<file path="src/pad_defines.vh">
// address map constants for the physical address decoder
// Notes on behaviour
// - decode every access across the full 40-bit physical address space
// - static memory region from zero, split into 64MB chip-select windows
// - default map: window 0 and window 2 both select nor0
// - 64MB window at 0x00_0400_0000 goes to secure RAM
// - window at 0x00_0C00_0000 selects nor1; 0x00_1000_0000 is spare and reserved
// - window at 0x00_1400_0000 selects psram
// - window at 0x00_1800_0000 selects media peripherals
// - window at 0x00_1C00_0000 up to 0x00_1FFF_FFFF selects system register peripherals
// - 256MB at 0x00_2000_0000 goes to on-chip peripheral region one
// - 256MB at 0x00_3000_0000 goes to the coherency port
// - 0x00_4000_0000 to 0x00_7FBF_FFFF goes to external AXI when that window is enabled
// - 4MB at 0x00_7FC0_0000 goes to on-chip peripheral region two
// - 2GB at 0x00_8000_0000 goes to DDR2 block one
// - four 2GB aliases of DDR2 block one reach the same offset
// - remap external option routes low 512MB to external AXI
// - default remap: static memory at zero, external AXI window enabled
// - another remap keeps static memory at zero but disables AXI window
// - reset clears remap fields to zero
// - after reset, fetches from zero reach nor0 for boot
// - second remap field picks nor0 or nor1 at zero, only with static memory there
`ifndef PAD_DEFINES_VH
`define PAD_DEFINES_VH

`define PAD_AW          40
`define PAD_DDR_OFS_W   31
`define PAD_TGT_W       4

// target codes
`define PAD_TGT_NONE    4'h0
`define PAD_TGT_SMC     4'h1
`define PAD_TGT_SRAM    4'h2
`define PAD_TGT_PERI1   4'h3
`define PAD_TGT_ACP     4'h4
`define PAD_TGT_EXTAXI  4'h5
`define PAD_TGT_PERI2   4'h6
`define PAD_TGT_DDR     4'h7

// remap field values (bits [1:0])
`define PAD_RMP_SMC_AXI_ON  2'h0
`define PAD_RMP_AXI_LOW     2'h1
`define PAD_RMP_SMC_AXI_OFF 2'h2
// chip select remap (bits [5:4])
`define PAD_CSR_NOR0        2'h0
`define PAD_CSR_NOR1        2'h1

// chip select numbers on the static memory controller
`define PAD_CS_NOR0    3'h0
`define PAD_CS_PSRAM   3'h1
`define PAD_CS_MEDIA   3'h2
`define PAD_CS_SYSREG  3'h3
`define PAD_CS_NOR1    3'h4
`define PAD_CS_SPARE   3'h5

// region boundaries, high address bits
`define PAD_LOW4G_TOP   8'h00
`define PAD_ALIAS_A     8'h08
`define PAD_ALIAS_B     8'h80
`define PAD_SMC_END     40'h00_2000_0000
`define PAD_PERI1_END   40'h00_3000_0000
`define PAD_ACP_END     40'h00_4000_0000
`define PAD_AXI_END     40'h00_7FC0_0000
`define PAD_PERI2_END   40'h00_8000_0000
`define PAD_DDR_END     40'h01_0000_0000

`endif

</file>
<file path="src/pad_smc_window.v">
// static memory window to chip select and secure RAM decode
`timescale 1ns/1ps
`include "pad_defines.vh"
module pad_smc_window (
	input  wire [28:0] addr,
	input  wire [1:0]  cs_remap,
	output reg  [5:0]  cs_onehot,
	output reg         secure_ram,
	output reg         reserved
);
	// ****************************************
	// 64MB window select
	// ****************************************
	reg [2:0] win;
	always @* begin
		win        = addr[28:26];
		cs_onehot  = 6'h00;
		secure_ram = 1'b0;
		reserved   = 1'b0;
		case (win)
			3'h0: begin
				// boot window follows the chip-select remap
				if (cs_remap == `PAD_CSR_NOR1)
					cs_onehot[`PAD_CS_NOR1] = 1'b1;
				else
					cs_onehot[`PAD_CS_NOR0] = 1'b1;
			end
			3'h1: secure_ram = 1'b1;
			3'h2: cs_onehot[`PAD_CS_NOR0] = 1'b1;
			3'h3: cs_onehot[`PAD_CS_NOR1] = 1'b1;
			3'h4: reserved = 1'b1;
			3'h5: cs_onehot[`PAD_CS_PSRAM] = 1'b1;
			3'h6: cs_onehot[`PAD_CS_MEDIA] = 1'b1;
			3'h7: cs_onehot[`PAD_CS_SYSREG] = 1'b1;
			default: reserved = 1'b1;
		endcase
	end
endmodule

</file>
<file path="src/pad_remap_cfg.v">
// remap configuration holding register
`timescale 1ns/1ps
`include "pad_defines.vh"
module pad_remap_cfg (
	input  wire       clk,
	input  wire       nrst,
	input  wire       cfg_we,
	input  wire [1:0] cfg_remap,
	input  wire [1:0] cfg_cs_remap,
	output reg  [1:0] remap_reg,
	output reg  [1:0] cs_remap_reg
);
	always @(posedge clk or negedge nrst) begin
		if (!nrst) begin
			remap_reg    <= `PAD_RMP_SMC_AXI_ON;
			cs_remap_reg <= `PAD_CSR_NOR0;
		end else if (cfg_we) begin
			remap_reg    <= cfg_remap;
			cs_remap_reg <= cfg_cs_remap;
		end
	end
endmodule

</file>
<file path="src/pad_addr_decoder.v">
// physical address decoder with remap for the processor bus
`timescale 1ns/1ps
`include "pad_defines.vh"
module pad_addr_decoder (
	input  wire                      clk,
	input  wire                      nrst,
	input  wire                      req_valid,
	input  wire [`PAD_AW-1:0]        req_addr,
	input  wire                      cfg_we,
	input  wire [1:0]                cfg_remap,
	input  wire [1:0]                cfg_cs_remap,
	output wire [1:0]                remap_state,
	output wire [1:0]                cs_remap_state,
	output reg                       dec_valid,
	output reg  [`PAD_TGT_W-1:0]     dec_target,
	output reg  [5:0]                smc_cs,
	output reg  [`PAD_AW-1:0]        dec_addr,
	output reg  [`PAD_DDR_OFS_W-1:0] ddr_offset,
	output reg                       dec_error
);
	// ****************************************
	// configuration
	// ****************************************
	wire [1:0] remap_reg;
	wire [1:0] cs_remap_reg;

	pad_remap_cfg u_cfg (
		.clk          (clk),
		.nrst         (nrst),
		.cfg_we       (cfg_we),
		.cfg_remap    (cfg_remap),
		.cfg_cs_remap (cfg_cs_remap),
		.remap_reg    (remap_reg),
		.cs_remap_reg (cs_remap_reg)
	);

	assign remap_state    = remap_reg;
	assign cs_remap_state = cs_remap_reg;

	// ****************************************
	// decode
	// ****************************************
	wire [5:0] win_cs;
	wire       win_sram;
	wire       win_rsvd;

	pad_smc_window u_win (
		.addr       (req_addr[28:0]),
		.cs_remap   (cs_remap_reg),
		.cs_onehot  (win_cs),
		.secure_ram (win_sram),
		.reserved   (win_rsvd)
	);

	// remap values outside the three documented settings behave like the default
	wire axi_low = (remap_reg == `PAD_RMP_AXI_LOW);
	wire axi_on  = (remap_reg != `PAD_RMP_SMC_AXI_OFF);
	wire low4g   = (req_addr[39:32] == `PAD_LOW4G_TOP);
	// aliases: 0x08_xxxx_xxxx and 0x80_xxxx_xxxx, both 2GB halves
	// bit 31 is free, so one top-byte match covers both 2GB halves
	wire alias_h = (req_addr[39:32] == `PAD_ALIAS_A) ||
		(req_addr[39:32] == `PAD_ALIAS_B);

	reg [`PAD_TGT_W-1:0] tgt_next;
	reg [5:0]            cs_next;

	always @* begin
		tgt_next = `PAD_TGT_NONE;
		cs_next  = 6'h00;
		if (low4g) begin
			if (req_addr < `PAD_SMC_END) begin
				if (axi_low) begin
					tgt_next = `PAD_TGT_EXTAXI;
				end else if (win_sram) begin
					tgt_next = `PAD_TGT_SRAM;
				end else if (!win_rsvd) begin
					tgt_next = `PAD_TGT_SMC;
					cs_next  = win_cs;
				end
			end else if (req_addr < `PAD_PERI1_END) begin
				tgt_next = `PAD_TGT_PERI1;
			end else if (req_addr < `PAD_ACP_END) begin
				tgt_next = `PAD_TGT_ACP;
			end else if (req_addr < `PAD_AXI_END) begin
				if (axi_on)
					tgt_next = `PAD_TGT_EXTAXI;
			end else if (req_addr < `PAD_PERI2_END) begin
				tgt_next = `PAD_TGT_PERI2;
			end else begin
				tgt_next = `PAD_TGT_DDR;
			end
		end else if (alias_h) begin
			tgt_next = `PAD_TGT_DDR;
		end
		// anything else is a reserved gap: left unrouted
	end

	// ****************************************
	// registered result, one cycle after request
	// ****************************************
	always @(posedge clk or negedge nrst) begin
		if (!nrst) begin
			dec_valid  <= 1'b0;
			dec_target <= `PAD_TGT_NONE;
			smc_cs     <= 6'h00;
			dec_addr   <= {`PAD_AW{1'b0}};
			ddr_offset <= {`PAD_DDR_OFS_W{1'b0}};
			dec_error  <= 1'b0;
		end else begin
			dec_valid <= req_valid;
			if (req_valid) begin
				dec_target <= tgt_next;
				smc_cs     <= cs_next;
				dec_addr   <= req_addr;
				ddr_offset <= req_addr[`PAD_DDR_OFS_W-1:0];
				dec_error  <= (tgt_next == `PAD_TGT_NONE);
			end else begin
				// no selects held between requests so no target sees a stale strobe
				dec_target <= `PAD_TGT_NONE;
				smc_cs     <= 6'h00;
				dec_error  <= 1'b0;
			end
		end
	end
endmodule

</file>
<file path="config.mk">
export PLATFORM = sky130hd
export DESIGN_NAME = pad_addr_decoder
export DESIGN_NICKNAME = d
export VERILOG_FILES = /design/src/pad_smc_window.v /design/src/pad_remap_cfg.v /design/src/pad_addr_decoder.v
export VERILOG_INCLUDE_DIRS = /design/src
export SDC_FILE = /design/constraint.sdc
export NUM_CORES = 1
export LEC_CHECK = 0
export BUFFER_PORTS_ARGS = -buffer_cell sky130_fd_sc_hd__buf_2
export CAP_MARGIN = 25
export CORE_UTILIZATION = 49
export CTS_BUF_LIST = sky130_fd_sc_hd__clkbuf_8
export DETAILED_ROUTE_END_ITERATION = 16
export PLACE_DENSITY = 0.95
export SLEW_MARGIN = 10
export SYNTH_ARGS = -nofsm -noshare
export SYNTH_HDL_FRONTEND = slang
export SYNTH_SLANG_ARGS = --single-unit
</file>
<file path="constraint.sdc">
create_clock -name clk -period 1.9 [get_ports clk]
set_input_delay 0.19 -clock clk [delete_from_list [all_inputs] [get_ports clk]]
set_output_delay 0.19 -clock clk [all_outputs]
set_load 0.005 [all_outputs]
</file>
==> results of run 1 <==
[cells by family (layout without fill, tap and decap cells)]
family / Yosys count / count (layout) / synth area share
flip-flops: 54 / 54 / 0.5544
XOR/XNOR: 2 / 2 / 0.007188
buffers and inverters: 39 / 143 / 0.1114
AO/OA/AOI/OAI: 10 / 10 / 0.02772
multiplexers: 44 / 44 / 0.2033
AND/OR/NAND/NOR: 32 / 32 / 0.09446
other: 1 / 2 / 0.001539
[worst paths after layout]
| kind | endpoint | cells after the start | slack, ps |
|---|---|---|---|
| min in group asynchronous | dec_addr[29] | 2 | 410 |
| worst min-delay path | dec_addr[0] | 2 | 110 |
| worst min register to register | dec_addr[34] | 1 | 510 |
| worst max register to register | dec_error | 4 | 380 |
| worst max-delay path | dec_error | 4 | 380 |
| max in group asynchronous | dec_addr[6] | 3 | 950 |
[metal layers]
| metal | track usage | vias to the layer above | routed length (um) | share of wire |
|---|---|---|---|---|
| li1 | - | 806 | - | - |
| met4 | 0.07190 | 0 | 69 | 0.014 |
| met5 | 0 | - | 0 | 0 |
| met1 | 0.2171 | 834 | 1911 | 0.40 |
| met3 | 0.04444 | 7 | 278 | 0.058 |
| met2 | 0.3406 | 75 | 2550 | 0.53 |
[cell usage after synthesis, types with 2 or more instances]
cell type	n	share of area
sky130_fd_sc_hd__or4_4	2	0.0092
sky130_fd_sc_hd__a21oi_1	3	0.0062
sky130_fd_sc_hd__nor4b_1	2	0.0072
sky130_fd_sc_hd__nor2b_1	3	0.0077
sky130_fd_sc_hd__nand4_1	2	0.0051
sky130_fd_sc_hd__nor3b_1	2	0.0062
sky130_fd_sc_hd__nor2_1	3	0.0046
sky130_fd_sc_hd__xnor2_1	2	0.0072
sky130_fd_sc_hd__clkbuf_1	5	0.0077
sky130_fd_sc_hd__dfrtp_1	54	0.55
sky130_fd_sc_hd__nand3b_1	2	0.0062
sky130_fd_sc_hd__buf_4	33	0.10
sky130_fd_sc_hd__o21a_1	2	0.0062
sky130_fd_sc_hd__or2_2	2	0.0051
sky130_fd_sc_hd__nor3_1	4	0.0082
sky130_fd_sc_hd__mux2_2	44	0.20
[final cells by class]
type	instances	area [sq um]	area share
repair buffers	135	710.7	0.2330
multi-input cells	90	818.3	0.2683
clock buffers	5	68.82	0.02256
well taps	67	83.83	0.02748
clock inverters	3	17.52	0.005742
flip-flops and latches	54	1351	0.4430
[cells in the final DEF (no fill, tap or decap), types with 3 or more instances in the layout]
master	instances
sky130_fd_sc_hd__clkbuf_8	5
sky130_fd_sc_hd__nor3_1	4
sky130_fd_sc_hd__nor2b_1	3
sky130_fd_sc_hd__mux2_2	44
sky130_fd_sc_hd__dfrtp_1	54
sky130_fd_sc_hd__a21oi_1	3
sky130_fd_sc_hd__nor2_1	3
sky130_fd_sc_hd__buf_2	132
[power groups by stage]
| stage | registers, mW | clock network [mW] | logic (mW) |
|---|---|---|---|
| after detailed placement | 1.33 | 0 | 0.438 |
| after global routing | 1.32 | 0.679 | 0.480 |
| after floorplan | 1.34 | 0 | 0.249 |
| final | 1.31 | 0.607 | 0.434 |
| after global placement | 1.32 | 0 | 0.425 |
| after CTS | 1.31 | 0.626 | 0.440 |
[per-stage QoR]
stage          setup slack [ps]  cell area (sq um)  hold slack [ps]
3_3_place_gp              312.7               2954            211.7
5_1_grt                   336.0               3050            99.13
3_5_place_dp              267.7               2954            210.6
6_report                  384.0               3050            113.3
2_1_floorplan             511.7               2441           -105.6
4_1_cts                   375.0               3050            108.2
[worst reg2reg max path, cell delays in order, from the launching register on]
cell                       delay (ps)
sky130_fd_sc_hd__dfrtp_1          430
sky130_fd_sc_hd__nor2b_1          180
sky130_fd_sc_hd__nor4b_1          310
sky130_fd_sc_hd__and4bb_4         280
sky130_fd_sc_hd__nor4b_2          230
==> metrics.txt, run 1 <==
# TYPE chip_impl_metric gauge
chip_impl_metric{name="vdd_ir_drop_max",unit="mV"} 0.4100
chip_impl_metric{name="clockPowerShare",unit=""} 0.259
chip_impl_info{name="cp-startpoint",value="u_cfg.remap_reg[0]"} 1
chip_impl_metric{name="setup_violations",unit=""} 0
chip_impl_metric{name="area_growth",unit="%"} 25.15
chip_impl_metric{name="start_util",unit=""} 0.5126
chip_impl_metric{name="routabilityCongestion",unit=""} 0.7914
chip_impl_metric{name="synth.yosys.seq_area_share",unit=""} 0.5544
chip_impl_metric{name="numnets_final",unit=""} 334
chip_impl_metric{name="grt_first_pass_wirelength",unit="mm"} 7.500
chip_impl_info{name="crit_path_class",value="flip-flop to flip-flop"} 1
chip_impl_metric{name="tns",unit="ps"} 0
chip_impl_metric{name="drtAntennaViolNets",unit=""} 0
chip_impl_metric{name="clock-skew-final",unit="ps"} 3.514
chip_impl_info{name="grt_setup_unrepaired",value="false"} 1
chip_impl_metric{name="fp.dieArea",unit="sq um"} 5260
chip_impl_metric{name="grt-ovfl-total",unit=""} 0
chip_impl_metric{name="floorplan.rows",unit=""} 25
chip_impl_info{name="hold_path.class",value="primary input to flip-flop"} 1
chip_impl_metric{name="detail_route.drc_violations",unit=""} 0
chip_impl_metric{name="portion_of_total_power_attributed_to_combinational_logic",unit=""} 0.185
chip_impl_info{name="critical_path.endpoint_type",value="flip-flop"} 1
chip_impl_metric{name="worst-slew-pin-transition",unit="ps"} 548.9
chip_impl_metric{name="drv_slew",unit=""} 0
chip_impl_metric{name="cpPeakStageDelay",unit="ps"} 430
chip_impl_metric{name="ctsHtreeMaxLevel",unit=""} 2
chip_impl_metric{name="number_of_antenna_violations_at_the_first_check_in_global_routing",unit=""} 0
chip_impl_metric{name="total_switching_power",unit="uW"} 600.2
chip_impl_metric{name="cts_repair_resize_count",unit=""} 0
chip_impl_metric{name="critical_path_required_time",unit="ps"} 2120
chip_impl_metric{name="clock-sinks",unit=""} 54
chip_impl_metric{name="largest_register_ffs",unit=""} 40
chip_impl_metric{name="floorplan.core_area",unit="sq um"} 4755
chip_impl_metric{name="relSlewSlack",unit=""} 0.6341
chip_impl_metric{name="total_power",unit="mW"} 2.348
chip_impl_metric{name="sequentialPowerShare",unit=""} 0.557
chip_impl_metric{name="final_critical_path_required_period",unit="ps"} 1516
chip_impl_metric{name="grt_usage",unit=""} 0.1889
chip_impl_metric{name="worst-path-max-fanout",unit=""} 5
chip_impl_metric{name="leakagePower",unit="nW"} 1.515
chip_impl_metric{name="cts.repair_timing.setup_buffer_count",unit=""} 0
chip_impl_metric{name="clkSlewWorstSetupHoldPaths",unit="ps"} 90
chip_impl_info{name="worstPathCellList",value="nor2b_1, nor4b_1, and4bb_4, nor4b_2"} 1
chip_impl_metric{name="ios",unit=""} 135
chip_impl_info{name="critPathTopFamily",value="simple AND/OR/NAND/NOR gates"} 1
chip_impl_info{name="result_of_the_run",value="complete, no violations"} 1
chip_impl_metric{name="maximum_number_of_pins_on_one_net_before_global_route_repair",unit=""} 48
chip_impl_metric{name="ctsLongestPathBuffers",unit=""} 2
chip_impl_metric{name="async_set_reset_flop_share_out_of_synthesis",unit=""} 1.000
chip_impl_metric{name="layout_worst_path_cycle_share",unit=""} 0.7979
chip_impl_metric{name="cts.hold.buffers_added",unit=""} 1
chip_impl_info{name="layout_top_registers",value="dec_addr: 40 flops, smc_cs: 5 flops, dec_target: 3 flops"} 1
chip_impl_metric{name="p_sw_frac",unit=""} 0.2556
chip_impl_metric{name="synth_enable_flop_cells",unit=""} 0
chip_impl_metric{name="die_y",unit="um"} 72.53
chip_impl_metric{name="cts-buffers-inserted",unit=""} 5
chip_impl_metric{name="layout.cells.non_filler",unit=""} 354
chip_impl_metric{name="critical_path_arrival",unit="ps"} 1730
chip_impl_metric{name="post_synth_inst_count",unit=""} 182
chip_impl_info{name="hold_path_startpoint",value="req_addr[0]"} 1
chip_impl_metric{name="route.detailed.vias_per_inst",unit=""} 4.864
chip_impl_metric{name="fmax",unit="GHz"} 0.6596
chip_impl_metric{name="synth.avg_cell_area",unit="sq um"} 13.39
chip_impl_metric{name="portBuffers",unit=""} 132
chip_impl_metric{name="critical_path.n_buffers_inverters",unit=""} 0
chip_impl_metric{name="max_cap_violations",unit=""} 0
chip_impl_info{name="clock_tree.root_cell",value="sky130_fd_sc_hd__clkbuf_8"} 1
chip_impl_info{name="critical_path.startpoint_type",value="flip-flop"} 1
chip_impl_metric{name="p_per_area",unit="nW/um^2"} 769.7
chip_impl_metric{name="antenna_cells_inserted",unit=""} 0
chip_impl_metric{name="finalHoldViolations",unit=""} 0
chip_impl_metric{name="worstSkewPairLatency",unit="ps"} 300
chip_impl_metric{name="yosys_cell_types",unit=""} 33
chip_impl_metric{name="detailedRoute.firstIterationViolations",unit=""} 56
chip_impl_info{name="tritoncts",value="built"} 1
chip_impl_metric{name="dp.cells",unit=""} 345
chip_impl_info{name="critical-path-slowest-cell",value="sky130_fd_sc_hd__dfrtp_1"} 1
chip_impl_metric{name="wirelength",unit="mm"} 4.809
chip_impl_metric{name="synthesis.area",unit="sq um"} 2437
chip_impl_metric{name="drt_first_pass_iters",unit=""} 4
chip_impl_metric{name="route.detailed.wl_per_inst",unit="um"} 13.58
chip_impl_metric{name="nFillCells",unit=""} 391
chip_impl_metric{name="die_width",unit="um"} 72.53
chip_impl_metric{name="yosys_warnings",unit=""} 0
chip_impl_metric{name="finish.utilization",unit=""} 0.6416
chip_impl_metric{name="post-dp-hpwl",unit="mm"} 3.680
chip_impl_info{name="synth-main-ff-cell",value="sky130_fd_sc_hd__dfrtp_1"} 1
chip_impl_info{name="largest-register",value="dec_addr"} 1
chip_impl_metric{name="dr_total_vias",unit=""} 1722
chip_impl_metric{name="final_layout_size_suffix_gt1_frac",unit=""} 0.6725
chip_impl_info{name="reg2reg_from",value="u_cfg.remap_reg[0]"} 1
chip_impl_metric{name="p_int",unit="mW"} 1.748
chip_impl_metric{name="synth-seq-cells",unit=""} 54
chip_impl_metric{name="first_global_vias",unit=""} 1625
Note: power is estimated with default switching activity, not from simulation.
==> inputs of run 2 (changes only) <==
--- a/config.mk
+++ b/config.mk
@@ -8,10 +8,10 @@
 export LEC_CHECK = 0
 export BUFFER_PORTS_ARGS = -buffer_cell sky130_fd_sc_hd__buf_2
 export CAP_MARGIN = 25
-export CORE_UTILIZATION = 49
+export CORE_UTILIZATION = 41
 export CTS_BUF_LIST = sky130_fd_sc_hd__clkbuf_8
 export DETAILED_ROUTE_END_ITERATION = 16
-export PLACE_DENSITY = 0.95
+export PLACE_DENSITY = 0.9
 export SLEW_MARGIN = 10
 export SYNTH_ARGS = -nofsm -noshare
 export SYNTH_HDL_FRONTEND = slang
==> constraint.sdc (replaced) <==
create_clock -name clk -period 1.36 [get_ports clk]
set_input_delay 0.136 -clock clk [delete_from_list [all_inputs] [get_ports clk]]
set_output_delay 0.136 -clock clk [all_outputs]
set_load 0.005 [all_outputs]
==> metrics.txt, run 2 (synthesis results as in run 1) <==
# TYPE chip_impl_metric gauge
chip_impl_info{name="reg2reg_from",value="u_cfg.remap_reg[0]"} 1
chip_impl_metric{name="drt_first_pass_iters",unit=""} 4
chip_impl_metric{name="detail_route.drc_violations",unit=""} 0
chip_impl_metric{name="cts-buffers-inserted",unit=""} 5
chip_impl_metric{name="route.detailed.vias_per_inst",unit=""} 4.777
chip_impl_metric{name="met1Wirelength",unit="mm"} 2.108
chip_impl_metric{name="route.detailed.wl_per_inst",unit="um"} 14.32
chip_impl_metric{name="holdPathStages",unit=""} 2
chip_impl_metric{name="area_growth",unit="%"} 33.93
chip_impl_metric{name="final_critical_path_required_period",unit="ps"} 1447
chip_impl_info{name="clock_tree.root_cell",value="sky130_fd_sc_hd__clkbuf_8"} 1
chip_impl_metric{name="dr_total_vias",unit=""} 1782
chip_impl_metric{name="portion_of_total_power_attributed_to_combinational_logic",unit=""} 0.194
chip_impl_metric{name="drv_slew",unit=""} 0
chip_impl_info{name="rr_endpoint",value="dec_error"} 1
chip_impl_metric{name="register_area",unit="sq um"} 1351
chip_impl_metric{name="floorplan.core_area",unit="sq um"} 5608
chip_impl_metric{name="clkSlewWorstSetupHoldPaths",unit="ps"} 100
chip_impl_metric{name="total_switching_power",unit="uW"} 884.1
chip_impl_metric{name="detailedRoute.firstIterationViolations",unit=""} 41
chip_impl_metric{name="dp.cells",unit=""} 361
chip_impl_metric{name="final_layout_size_suffix_gt1_frac",unit=""} 0.7110
chip_impl_metric{name="max_cap_violations",unit=""} 0
chip_impl_metric{name="grt_first_pass_wirelength",unit="mm"} 8.190
chip_impl_metric{name="first_global_vias",unit=""} 1749
chip_impl_metric{name="worstSkewPairLatency",unit="ps"} 300
chip_impl_metric{name="critical_path_arrival",unit="ps"} 1660
chip_impl_metric{name="fp.dieArea",unit="sq um"} 6257
chip_impl_metric{name="total_power",unit="mW"} 3.564
chip_impl_metric{name="vdd_ir_drop_max",unit="mV"} 1.011
chip_impl_info{name="grt_setup_unrepaired",value="true"} 1
chip_impl_metric{name="sequentialPowerShare",unit=""} 0.511
chip_impl_info{name="violations",value="setup timing"} 1
chip_impl_metric{name="wirelength",unit="mm"} 5.340
chip_impl_metric{name="worst_r2r_path_depth",unit=""} 4
chip_impl_info{name="crit_path_class",value="flip-flop to flip-flop"} 1
chip_impl_metric{name="antenna_cells_inserted",unit=""} 0
chip_impl_info{name="result_of_the_run",value="finished, violations left"} 1
chip_impl_metric{name="number_of_antenna_violations_at_the_first_check_in_global_routing",unit=""} 0
chip_impl_metric{name="die_width",unit="um"} 79.10
chip_impl_metric{name="post-dp-hpwl",unit="mm"} 3.855
chip_impl_info{name="top_layer",value="met4"} 1
chip_impl_metric{name="met3WireLength",unit="um"} 391
chip_impl_metric{name="setup_violations",unit=""} 2
chip_impl_metric{name="p_sw_frac",unit=""} 0.2481
chip_impl_metric{name="die_y",unit="um"} 79.10
chip_impl_metric{name="floorplan.rows",unit=""} 27
chip_impl_metric{name="ff2ff_setup_slack",unit="ps"} -90
chip_impl_metric{name="largest_register_ffs",unit=""} 40
chip_impl_metric{name="critical_path_required_time",unit="ps"} 1580
chip_impl_info{name="critical_path.startpoint_type",value="flip-flop"} 1
chip_impl_metric{name="ctsHtreeMaxLevel",unit=""} 2
chip_impl_metric{name="ios",unit=""} 135
chip_impl_metric{name="p_per_area",unit="nW/um^2"} 1092
chip_impl_metric{name="maximum_number_of_pins_on_one_net_before_global_route_repair",unit=""} 55
chip_impl_info{name="hold_path.class",value="primary input to flip-flop"} 1
chip_impl_metric{name="clock-sinks",unit=""} 54
chip_impl_info{name="mostFrequentLayoutCells",value="sky130_fd_sc_hd__buf_2 (132), sky130_fd_sc_hd__dfrtp_1 (54), sky130_fd_sc_hd__mux2_2 (44)"} 1
chip_impl_metric{name="timing.final.ws_setup",unit="ps"} -86.77
chip_impl_info{name="final_common_cell",value="sky130_fd_sc_hd__buf_2"} 1
chip_impl_metric{name="fmax",unit="GHz"} 0.6912
chip_impl_metric{name="p_int",unit="mW"} 2.680
chip_impl_metric{name="area_used_by_multi_input_combinational_logic",unit="sq um"} 882.1
chip_impl_metric{name="start_util",unit=""} 0.4346
chip_impl_metric{name="clockPowerShare",unit=""} 0.295
chip_impl_metric{name="worst-path-max-fanout",unit=""} 2
chip_impl_info{name="layout_top_registers",value="dec_addr: 40 flops, smc_cs: 5 flops, dec_target: 3 flops"} 1
chip_impl_metric{name="portBuffers",unit=""} 132
chip_impl_metric{name="ctsLongestPathBuffers",unit=""} 2
chip_impl_info{name="tritoncts",value="built"} 1
chip_impl_metric{name="layout.cells.non_filler",unit=""} 373
chip_impl_info{name="critical_path.endpoint_type",value="flip-flop"} 1
chip_impl_metric{name="nFillCells",unit=""} 481
chip_impl_metric{name="drtAntennaViolNets",unit=""} 0
chip_impl_info{name="whs_endpoint",value="dec_addr[3]"} 1
chip_impl_info{name="largest-register",value="dec_addr"} 1
chip_impl_metric{name="wl_met2",unit="mm"} 2.759
chip_impl_info{name="hold_path_startpoint",value="req_addr[3]"} 1
chip_impl_metric{name="numnets_final",unit=""} 348
chip_impl_metric{name="routabilityCongestion",unit=""} 0.8711
chip_impl_metric{name="clock-skew-final",unit="ps"} 7.286
chip_impl_metric{name="grt_usage",unit=""} 0.1722
chip_impl_metric{name="grt-ovfl-total",unit=""} 0
chip_impl_metric{name="leakagePower",unit="nW"} 1.613
chip_impl_metric{name="layout_worst_path_cycle_share",unit=""} 1.064
chip_impl_metric{name="finalHoldViolations",unit=""} 0
chip_impl_metric{name="finish.utilization",unit=""} 0.5821
==> run 2: changes by cell type in the layout (fill, tap and decap cells not counted), sizes merged <==
cell	delta
buf	+14
bufinv	+1
clkinv	-2
clkinvlp	+1
==> run 2: metrics by stage <==
step,hold slack (ps),area (sq um),TNS [ps],setup WS [ps]
CTS,43.44,3174,-62.56,-62.56
global placement,147.6,3043,-1139,-169.2
floorplan,-159.6,2441,0,5.292
detailed placement,151.9,3043,-1639,-243.9
global route,43.57,3264,-319.6,-108.0
finish,54.19,3264,-121.3,-86.77
==> run 2: what timing repair did <==
item,CTS,global route
endpoints found under the hold margin,54,0
setup buffers,0,3
pin swaps,3,8
hold buffers,1,0
setup endpoints to repair,3,5
gates resized for setup,2,13
==> run 2: per-layer routing <==
metal  up-vias  global-route usage
li1        838                   -
met1       847              0.2067
met2        89              0.3009
met3         8             0.04598
met4         0             0.05091
met5         -                   0
==> run 2: cell type report <==
class | instances | share of cell area
Clock inverter | 3 | 0.01265
Timing Repair Buffer | 149 | 0.2545
Tap cell | 72 | 0.02760
Clock buffer | 5 | 0.02108
Multi-Input combinational cell | 90 | 0.2702
Sequential cell | 54 | 0.4140
==> run 2: how the worst max path moves through the flow <==
stage	endpoint	slack, ps	start
after CTS	dec_error	-60	u_cfg.remap_reg[0]
after floorplan	dec_error	5	u_cfg.remap_reg[0]
after global routing	dec_error	-110	u_cfg.remap_reg[0]
final	dec_error	-90	u_cfg.remap_reg[0]
after detailed placement	smc_cs[2]	-240	req_addr[37]
after global placement	smc_cs[2]	-170	req_addr[37]
==> run 2: worst max-delay path, cell delays in order (launching register included) <==
cell and delay, ps:
sky130_fd_sc_hd__dfrtp_1 420, sky130_fd_sc_hd__nor2b_4 150, sky130_fd_sc_hd__nor4b_4 270, sky130_fd_sc_hd__and4bb_4 280
sky130_fd_sc_hd__nor4b_4 230
==> run 2: power groups by stage <==
stage / registers (mW) / logic (mW) / clock network (mW)
after floorplan: 1.87 / 0.348 / 0
after global placement: 1.84 / 0.634 / 0
after detailed placement: 1.86 / 0.650 / 0
after CTS: 1.82 / 0.658 / 1.09
after global routing: 1.85 / 0.760 / 1.16
final: 1.82 / 0.691 / 1.05
